===== src/common/cfg_opt_pkg.sv =====
package cfg_opt_pkg;

  // ****************************************
  // Option byte layout
  // ****************************************
  localparam int unsigned OPT_W       = 8;
  localparam int unsigned BOD_ON_BIT  = 7;
  localparam int unsigned BOD_SEL_HI  = 5;
  localparam int unsigned BOD_SEL_LO  = 4;
  localparam int unsigned BOD_BLK_BIT = 3;
  localparam int unsigned BOD_RST_BIT = 2;
  localparam int unsigned WDT_HI      = 7;
  localparam int unsigned WDT_LO      = 4;
  localparam int unsigned WDT_W       = 4;

  // Watchdog option codes
  localparam logic [3:0] WDT_CODE_TIMER = 4'hf;
  localparam logic [3:0] WDT_CODE_STOP  = 4'h5;

  // ****************************************
  // Carriers
  // ****************************************
  // Threshold code: highest level at 0, lowest at 3
  typedef enum logic [1:0] {
    LVL_HIGHEST   = 2'h0,
    LVL_UPPER_MID = 2'h1,
    LVL_LOWER_MID = 2'h2,
    LVL_LOWEST    = 2'h3
  } bod_level_e;

  typedef struct packed {
    logic       brownout_detect_on;
    bod_level_e brownout_threshold_sel;
    logic       brownout_blocks_selfprog;
    logic       brownout_reset_on;
  } bod_cfg_s;

  typedef struct packed {
    logic reset_en;
    logic run_in_idle;
    logic timer_only;
  } wdt_cfg_s;

  // Pins sampled from outside the clock domain
  typedef struct packed {
    logic rst_n;
    logic clk;
    logic dat;
    logic bod_low;
  } pin_s;

  typedef enum logic [1:0] {
    ST_LOAD = 2'h0,
    ST_RUN  = 2'h1
  } ld_state_e;

  localparam bod_cfg_s BOD_CFG_RST = 5'h00;
  localparam wdt_cfg_s WDT_CFG_RST = 3'h0;
  // Reset pin idles high; a low reset value would fake a programming-mode entry
  localparam pin_s     PIN_RST     = 4'h8;

endpackage


===== src/core/config_option_decode_and_icp.sv =====
`timescale 1ns/10ps
// Operation
// - Brownout byte bit 7 switches the brown-out detector on or off.
// - Bits 5:4 pick one of four thresholds, 11 lowest, 00 highest.
// - Bit 3 with detector on blocks self-programming while supply is low.
// - Bit 2 set with detector on makes a brown-out issue a reset; clear means none.
// - The brownout option byte reloads into working settings on power-on reset.
// - Watchdog field all ones leaves watchdog off as reset, usable as timer.
// - Alternating code enables watchdog reset, halted in Idle and Power-down.
// - Any other code enables watchdog reset that runs through low-power modes.
// - Active-low programming reset pin moves device in and out of programming mode.
// - Programming data pin is two-way; device drives it only returning data.
// - Programmer supplies the clock; every shifted bit follows its edges.
// - After power-on reset brownout option bits copy into software control bits, freely writable.
module config_option_decode_and_icp #(
  parameter int unsigned SHIFT_W = 8
) (
  // Clock and reset (rst_i is the power-on reset)
  input  wire logic                       clk_i,
  input  wire logic                       rst_i,
  input  wire logic                       sys_reload_i,
  // Option bytes from non-volatile memory
  input  wire logic [7:0]                 brownout_option_byte_i,
  input  wire logic [7:0]                 watchdog_option_byte_i,
  // Software control bits
  input  wire logic                       ctl_wr_i,
  input  wire cfg_opt_pkg::bod_cfg_s      ctl_wdata_i,
  // Analog comparator
  input  wire logic                       brownout_low_i,
  // Programming pins
  input  wire logic                       prog_rst_n_i,
  input  wire logic                       prog_serial_clock_i,
  input  wire logic                       prog_serial_data_i,
  output logic                            prog_serial_data_o,
  output logic                            prog_serial_data_oe_n_o,
  // Programming byte port
  input  wire logic                       icp_tx_load_i,
  input  wire logic [SHIFT_W-1:0]         icp_tx_byte_i,
  output logic                            icp_mode_o,
  output logic [SHIFT_W-1:0]              icp_rx_byte_o,
  output logic                            icp_rx_valid_o,
  output logic                            icp_tx_busy_o,
  // Decoded settings
  output cfg_opt_pkg::bod_cfg_s           bod_cfg_o,
  output cfg_opt_pkg::wdt_cfg_s           wdt_cfg_o,
  output logic                            cfg_valid_o,
  output logic                            selfprog_block_o,
  output logic                            brownout_reset_o
);

  localparam int unsigned CNT_W = $clog2(SHIFT_W + 1);
  localparam logic [CNT_W-1:0] CNT_FULL = CNT_W'(SHIFT_W);
  localparam logic [CNT_W-1:0] CNT_LAST = CNT_W'(SHIFT_W - 1);
  localparam logic [CNT_W-1:0] CNT_ZERO = '0;

  if (SHIFT_W < 2 || SHIFT_W > 64) begin : g_chk
    $error("SHIFT_W out of range");
  end

  // ****************************************
  // State
  // ****************************************
  typedef struct packed {
    cfg_opt_pkg::ld_state_e state;
    logic                   por_pend;
    logic                   valid;
    cfg_opt_pkg::bod_cfg_s  bod;
    cfg_opt_pkg::wdt_cfg_s  wdt;
    cfg_opt_pkg::pin_s      sync1;
    cfg_opt_pkg::pin_s      sync2;
    logic                   clk_prev;
    logic                   icp_mode;
    logic [SHIFT_W-1:0]     rx_sh;
    logic [CNT_W-1:0]       rx_cnt;
    logic [SHIFT_W-1:0]     rx_byte;
    logic                   rx_valid;
    logic [SHIFT_W-1:0]     tx_sh;
    logic [CNT_W-1:0]       tx_cnt;
    logic                   dat_o;
    logic                   oe_n;
    logic                   busy;
    logic                   sp_block;
    logic                   bod_rst;
  } st_s;

  st_s st_q;
  st_s st_d;

  function automatic cfg_opt_pkg::bod_cfg_s bod_decode(input logic [7:0] b);
    cfg_opt_pkg::bod_cfg_s c;
    c.brownout_detect_on       = b[cfg_opt_pkg::BOD_ON_BIT];
    c.brownout_threshold_sel   = cfg_opt_pkg::bod_level_e'(
        b[cfg_opt_pkg::BOD_SEL_HI:cfg_opt_pkg::BOD_SEL_LO]);
    c.brownout_blocks_selfprog = b[cfg_opt_pkg::BOD_BLK_BIT];
    c.brownout_reset_on        = b[cfg_opt_pkg::BOD_RST_BIT];
    return c;
  endfunction

  function automatic cfg_opt_pkg::wdt_cfg_s wdt_decode(input logic [3:0] f);
    cfg_opt_pkg::wdt_cfg_s c;
    c.timer_only  = (f == cfg_opt_pkg::WDT_CODE_TIMER);
    c.reset_en    = ~c.timer_only;
    c.run_in_idle = c.reset_en && (f != cfg_opt_pkg::WDT_CODE_STOP);
    return c;
  endfunction

  // ****************************************
  // Next state
  // ****************************************
  always_comb begin
    logic rise;
    logic fall;
    rise = 1'b0;
    fall = 1'b0;
    st_d = st_q;
    st_d.rx_valid = 1'b0;
    st_d.sync1 = {prog_rst_n_i, prog_serial_clock_i, prog_serial_data_i, brownout_low_i};
    st_d.sync2 = st_q.sync1;
    st_d.clk_prev = st_q.sync2.clk;

    // Load and software control; a reload outranks a software write
    case (st_q.state)
      cfg_opt_pkg::ST_LOAD: begin
        st_d.wdt = wdt_decode(watchdog_option_byte_i[cfg_opt_pkg::WDT_HI:cfg_opt_pkg::WDT_LO]);
        // Brownout settings survive warm reloads; only power-on refreshes them
        if (st_q.por_pend) begin
          st_d.bod = bod_decode(brownout_option_byte_i);
        end
        st_d.por_pend = 1'b0;
        st_d.valid = 1'b1;
        st_d.state = cfg_opt_pkg::ST_RUN;
      end
      cfg_opt_pkg::ST_RUN: begin
        if (sys_reload_i) begin
          st_d.state = cfg_opt_pkg::ST_LOAD;
        end else if (ctl_wr_i) begin
          st_d.bod = ctl_wdata_i;
        end
      end
      default: begin
        st_d.state = cfg_opt_pkg::ST_LOAD;
      end
    endcase

    // Brown-out consequences follow the live comparator
    st_d.sp_block = st_q.bod.brownout_detect_on && st_q.bod.brownout_blocks_selfprog
                    && st_q.sync2.bod_low;
    st_d.bod_rst = st_q.bod.brownout_detect_on && st_q.bod.brownout_reset_on
                   && st_q.sync2.bod_low;

    // Programming port
    st_d.icp_mode = ~st_q.sync2.rst_n;
    rise = st_q.sync2.clk & ~st_q.clk_prev;
    fall = ~st_q.sync2.clk & st_q.clk_prev;
    if (!st_d.icp_mode) begin
      st_d.rx_cnt = CNT_ZERO;
      st_d.tx_cnt = CNT_ZERO;
      st_d.oe_n = 1'b1;
    end else begin
      if (icp_tx_load_i && st_q.tx_cnt == CNT_ZERO && st_q.oe_n) begin
        st_d.tx_sh = icp_tx_byte_i;
        st_d.tx_cnt = CNT_FULL;
      end else if (fall && st_q.tx_cnt != CNT_ZERO) begin
        // Data changes on the falling edge so the programmer samples it on the rise
        st_d.dat_o = st_q.tx_sh[SHIFT_W-1];
        st_d.tx_sh = {st_q.tx_sh[SHIFT_W-2:0], 1'b0};
        st_d.tx_cnt = st_q.tx_cnt - CNT_W'(1);
        st_d.oe_n = 1'b0;
      end else if (fall) begin
        st_d.oe_n = 1'b1;
      end
      if (rise && st_q.oe_n && st_q.tx_cnt == CNT_ZERO) begin
        st_d.rx_sh = {st_q.rx_sh[SHIFT_W-2:0], st_q.sync2.dat};
        if (st_q.rx_cnt == CNT_LAST) begin
          st_d.rx_byte = {st_q.rx_sh[SHIFT_W-2:0], st_q.sync2.dat};
          st_d.rx_valid = 1'b1;
          st_d.rx_cnt = CNT_ZERO;
        end else begin
          st_d.rx_cnt = st_q.rx_cnt + CNT_W'(1);
        end
      end
    end
    st_d.busy = (st_d.tx_cnt != CNT_ZERO) | ~st_d.oe_n;
  end

  always_ff @(posedge clk_i or posedge rst_i) begin
    if (rst_i) begin
      st_q <= '0;
      st_q.state <= cfg_opt_pkg::ST_LOAD;
      st_q.por_pend <= 1'b1;
      st_q.bod <= cfg_opt_pkg::BOD_CFG_RST;
      st_q.wdt <= cfg_opt_pkg::WDT_CFG_RST;
      st_q.sync1 <= cfg_opt_pkg::PIN_RST;
      st_q.sync2 <= cfg_opt_pkg::PIN_RST;
      st_q.oe_n <= 1'b1;
    end else begin
      st_q <= st_d;
    end
  end

  // ****************************************
  // Outputs
  // ****************************************
  assign bod_cfg_o = st_q.bod;
  assign wdt_cfg_o = st_q.wdt;
  assign cfg_valid_o = st_q.valid;
  assign selfprog_block_o = st_q.sp_block;
  assign brownout_reset_o = st_q.bod_rst;
  assign icp_mode_o = st_q.icp_mode;
  assign icp_rx_byte_o = st_q.rx_byte;
  assign icp_rx_valid_o = st_q.rx_valid;
  assign icp_tx_busy_o = st_q.busy;
  assign prog_serial_data_o = st_q.dat_o;
  assign prog_serial_data_oe_n_o = st_q.oe_n;
endmodule


===== config.mk =====
export PLATFORM = sky130hd
export DESIGN_NAME = config_option_decode_and_icp
export DESIGN_NICKNAME = d
export VERILOG_FILES = /design/src/common/cfg_opt_pkg.sv /design/src/core/config_option_decode_and_icp.sv
export SDC_FILE = /design/constraint.sdc
export NUM_CORES = 1
export LEC_CHECK = 0
export ABC_AREA = 1
export BUFFER_PORTS_ARGS = -buffer_cell sky130_fd_sc_hd__buf_2
export CAP_MARGIN = 20
export CORE_UTILIZATION = 50
export DETAILED_ROUTE_END_ITERATION = 8
export PLACE_DENSITY_LB_ADDON = 0.15
export SLEW_MARGIN = 0
export SYNTH_ARGS = -nofsm -noshare
export SYNTH_HDL_FRONTEND = slang
export SYNTH_SLANG_ARGS = --single-unit

===== constraint.sdc =====
create_clock -name clk_i -period 4.01 [get_ports clk_i]
set_clock_uncertainty 0.1 [all_clocks]
set_input_delay 0.2005 -clock clk_i [delete_from_list [all_inputs] [get_ports clk_i]]
set_output_delay 0.2005 -clock clk_i [all_outputs]
set_load 0.02 [all_outputs]

==> metrics.csv <==
metric;value;unit
status;finished clean;
worst r2r dst;icp_rx_byte_o[0];
Setup Crit Path Kind;reg -> reg;
Die Y;72.9;um
GR Util All Layers;0.187;
maxcap violations;0;
Max stage delay on crit path;0.37;ns
sequential share of power;0.487;
Site Rows;25;
Setup crit end;icp_rx_byte_o[0];
pin count of the biggest net entering global routing;35;
Synth Warn #;0;
synthesized net count;315;
Starting Density;0.525;
internal power;1.04;mW
final core occ;0.619;
Clk Latency, worst-skew pair;0.33;ns
Sw Ratio;0.294;
hold_buf cts;6;
total grt overflow;0;
Synth Area per Inst;9.14;sq um
Tcrit/Tclk final;0.512;
# port buffers;54;
endpoints failing setup;0;
Die W;72.9;um
Critical Path AT;2.21;ns
dpl hpwl;3030;um
sequential fraction of the synthesis area;0.579;
worst reg2reg startpoint;st_q[5];
vias in the first global route;1691;
Peak supply drop;0.247;mV
Post-Place Cell Area;2710;sq um
synthesis-stage register bit count;58;
Worst Max-Slew Pin Slew;0.697;ns
Layout Area Growth over Synthesis;17.8;%
Slew headroom;0.535;
drt total wl;4420;um
Finished Cell Area;2960;sq um
# Post-CTS Setup Buffers;0;
crit path time final;2.05;ns
synthesized cell area;2510;sq um
GPL Wtd Cong;0.810;
core area;4790;sq um
n_diodes;0;
cts bufs inserted;9;
cell depth of the worst hold path;3;
Clk pwr share;0.337;
Achievable Freq;487;MHz
Max FO, Critical Path;12;
Crit-path slowest cell;dfrtp_1;
vias per cell;4.78;
DP Cell Count;375;
Slew Viols, Final;0;
Reg2Reg Depth;10;
Worst Path Required;4.17;ns
antenna violations before repair;0;
Die ar.;5320;sq um
I/O Pins;62;
fin cells;397;
CTS tree;built;
DR WL/cell;11.1;um
quantity of gates resized following cts;0;
antenna viol nets, final;0;
TritonRoute pass-1 iters;5;
combinational share of power;0.176;
Crit. Startpoint;st_q[5];
cell count after synthesis;275;
Startpoint Class;register;
fillers;422;
crit path cell chain;inv_1 > ha_1 > nand2_2 > clkinv_2 > nand3_2 > nor2_4 > nand2_2 > inv_2 > nand2_1 > nand2_1;
final net count;365;
share of post-route cells with drive strength above 1;0.273;
Worst-path clk slew;0.06;ns
via count;1896;
flop-to-flop setup slack;1.96;ns
CTS sink cnt;58;
initial drt markers;88;
Longest Clk Path Bufs;2;
first-pass GRT wire length;7340;um
hold_ws;0.0277;ns
root buf cell;clkbuf_8;
standby leakage power;1.55;nW
htree depth;3;
HP Class;in -> reg;
P per Cell Area;495;nW/um^2
Sum Neg Setup Slack;0;ns
switching pwr;0.431;mW
drt drc;0;
synth unique cells;31;
unrepaired setup endpoints after global routing;no;
Hold Fails Final Rpt;0;
CP endpoint kind;register;
synthesized netlist by cell type:
library cell  instances  area, sq um
o21ai_1               7         35.0
a31o_2                1         8.76
clkinv_1              2         7.51
and3_1                1         6.26
o21ai_0              21          105
or2_2                 1         6.26
nor2_1               13         48.8
buf_6                 1         11.3
o21a_1                1         7.51
nor2_2                1         6.26
nand2_1              75          282
a31oi_1               5         31.3
inv_2                 2         7.51
nand3b_1              2         15.0
o21ai_2               3         26.3
nor2_4                1         11.3
nor3_1                1         5.00
nand2_2               3         18.8
a22o_1                1         8.76
dfrtp_1              54         1350
dfstp_2               4          105
nand3_2               1         10.0
nand3_1              16         80.1
buf_4                19          143
ha_1                  2         25.0
a21oi_1               1         5.00
clkinv_2              1         5.00
o22ai_1               2         12.5
buf_2                 2         10.0
nand4_1               1         6.26
inv_1                30          113
cell usage in the layout (no fill, tap or decap), types with 5 or more instances in the layout:
master         count
buf_2             54
nand2_1           75
dlygate4sd3_1      6
a31oi_1            5
o21ai_1            7
o21ai_0           21
nor2_1            13
nand3_1           16
clkbuf_8          12
inv_1             29
dfrtp_1           54
worst max-delay path, delay by kind of cell (launching register included):
family	cells	cell delay (ns)
DFF	1	0.37
and+or+nand+nor	6	0.84
buffers and inverters	3	0.42
adders and majority gates	1	0.26
logic make-up (layout without fill, tap and decap cells):
family,after synthesis,count (layout),synth area share
fa+ha+maj,2,2,0.00995
buf+inv,57,112,0.118
simple gates,116,116,0.197
compound gates,42,42,0.0956
flops,58,58,0.579
power by group through the flow:
stage / combinational, mW / sequential (mW) / clock, mW
2_1_floorplan: 0.191 / 0.729 / 0
3_3_place_gp: 0.248 / 0.722 / 0
3_5_place_dp: 0.254 / 0.725 / 0
4_1_cts: 0.261 / 0.715 / 0.508
5_1_grt: 0.295 / 0.723 / 0.533
6_report: 0.258 / 0.715 / 0.494
stage by stage:
| step | power (mW) | setup WS [ns] |
|---|---|---|
| 2_1_floorplan | 0.920 | 2.29 |
| 3_3_place_gp | 0.970 | 2.00 |
| 3_5_place_dp | 0.980 | 1.98 |
| 4_1_cts | 1.48 | 1.92 |
| 5_1_grt | 1.55 | 1.75 |
| 6_report | 1.47 | 1.96 |
state kept, by name, indices dropped and copies added, names as in the netlist, 3 cells and up:
signal,count
icp_rx_byte_o,8
wdt_cfg_o,3
st_q,29
st_d,5
bod_cfg_o,5
how the worst min path moves through the flow:
stage,from,to,slack [ns]
2_1_floorplan,prog_rst_n_i,st_d[43],0.10
3_3_place_gp,prog_rst_n_i,st_d[43],0.21
3_5_place_dp,prog_serial_clock_i,st_d[42],0.21
4_1_cts,ctl_wdata_i[0],bod_cfg_o[0],0.01
5_1_grt,brownout_option_byte_i[3],bod_cfg_o[1],0.03
6_report,brownout_option_byte_i[2],bod_cfg_o[0],0.03
per-layer routing:
layer  routed length [um]  track usage  vias up
met2                 2020        0.278       54
li1                     -            -      958
met1                 2110        0.249      875
met3                  187       0.0456        9
met5                    0            0        -
met4                  100        0.118        0
cell type report:
class	instances	area (sq um)	share of cell area
clock inverters	4	25.0	0.00845
well taps	67	83.8	0.0283
flip-flops and latches	58	1460	0.492
clock buffers	12	165	0.0558
inverters	35	133	0.0448
repair buffers	61	338	0.114
multi-input cells	160	761	0.257
No activity file was read; power rests on OpenSTA's default activity.
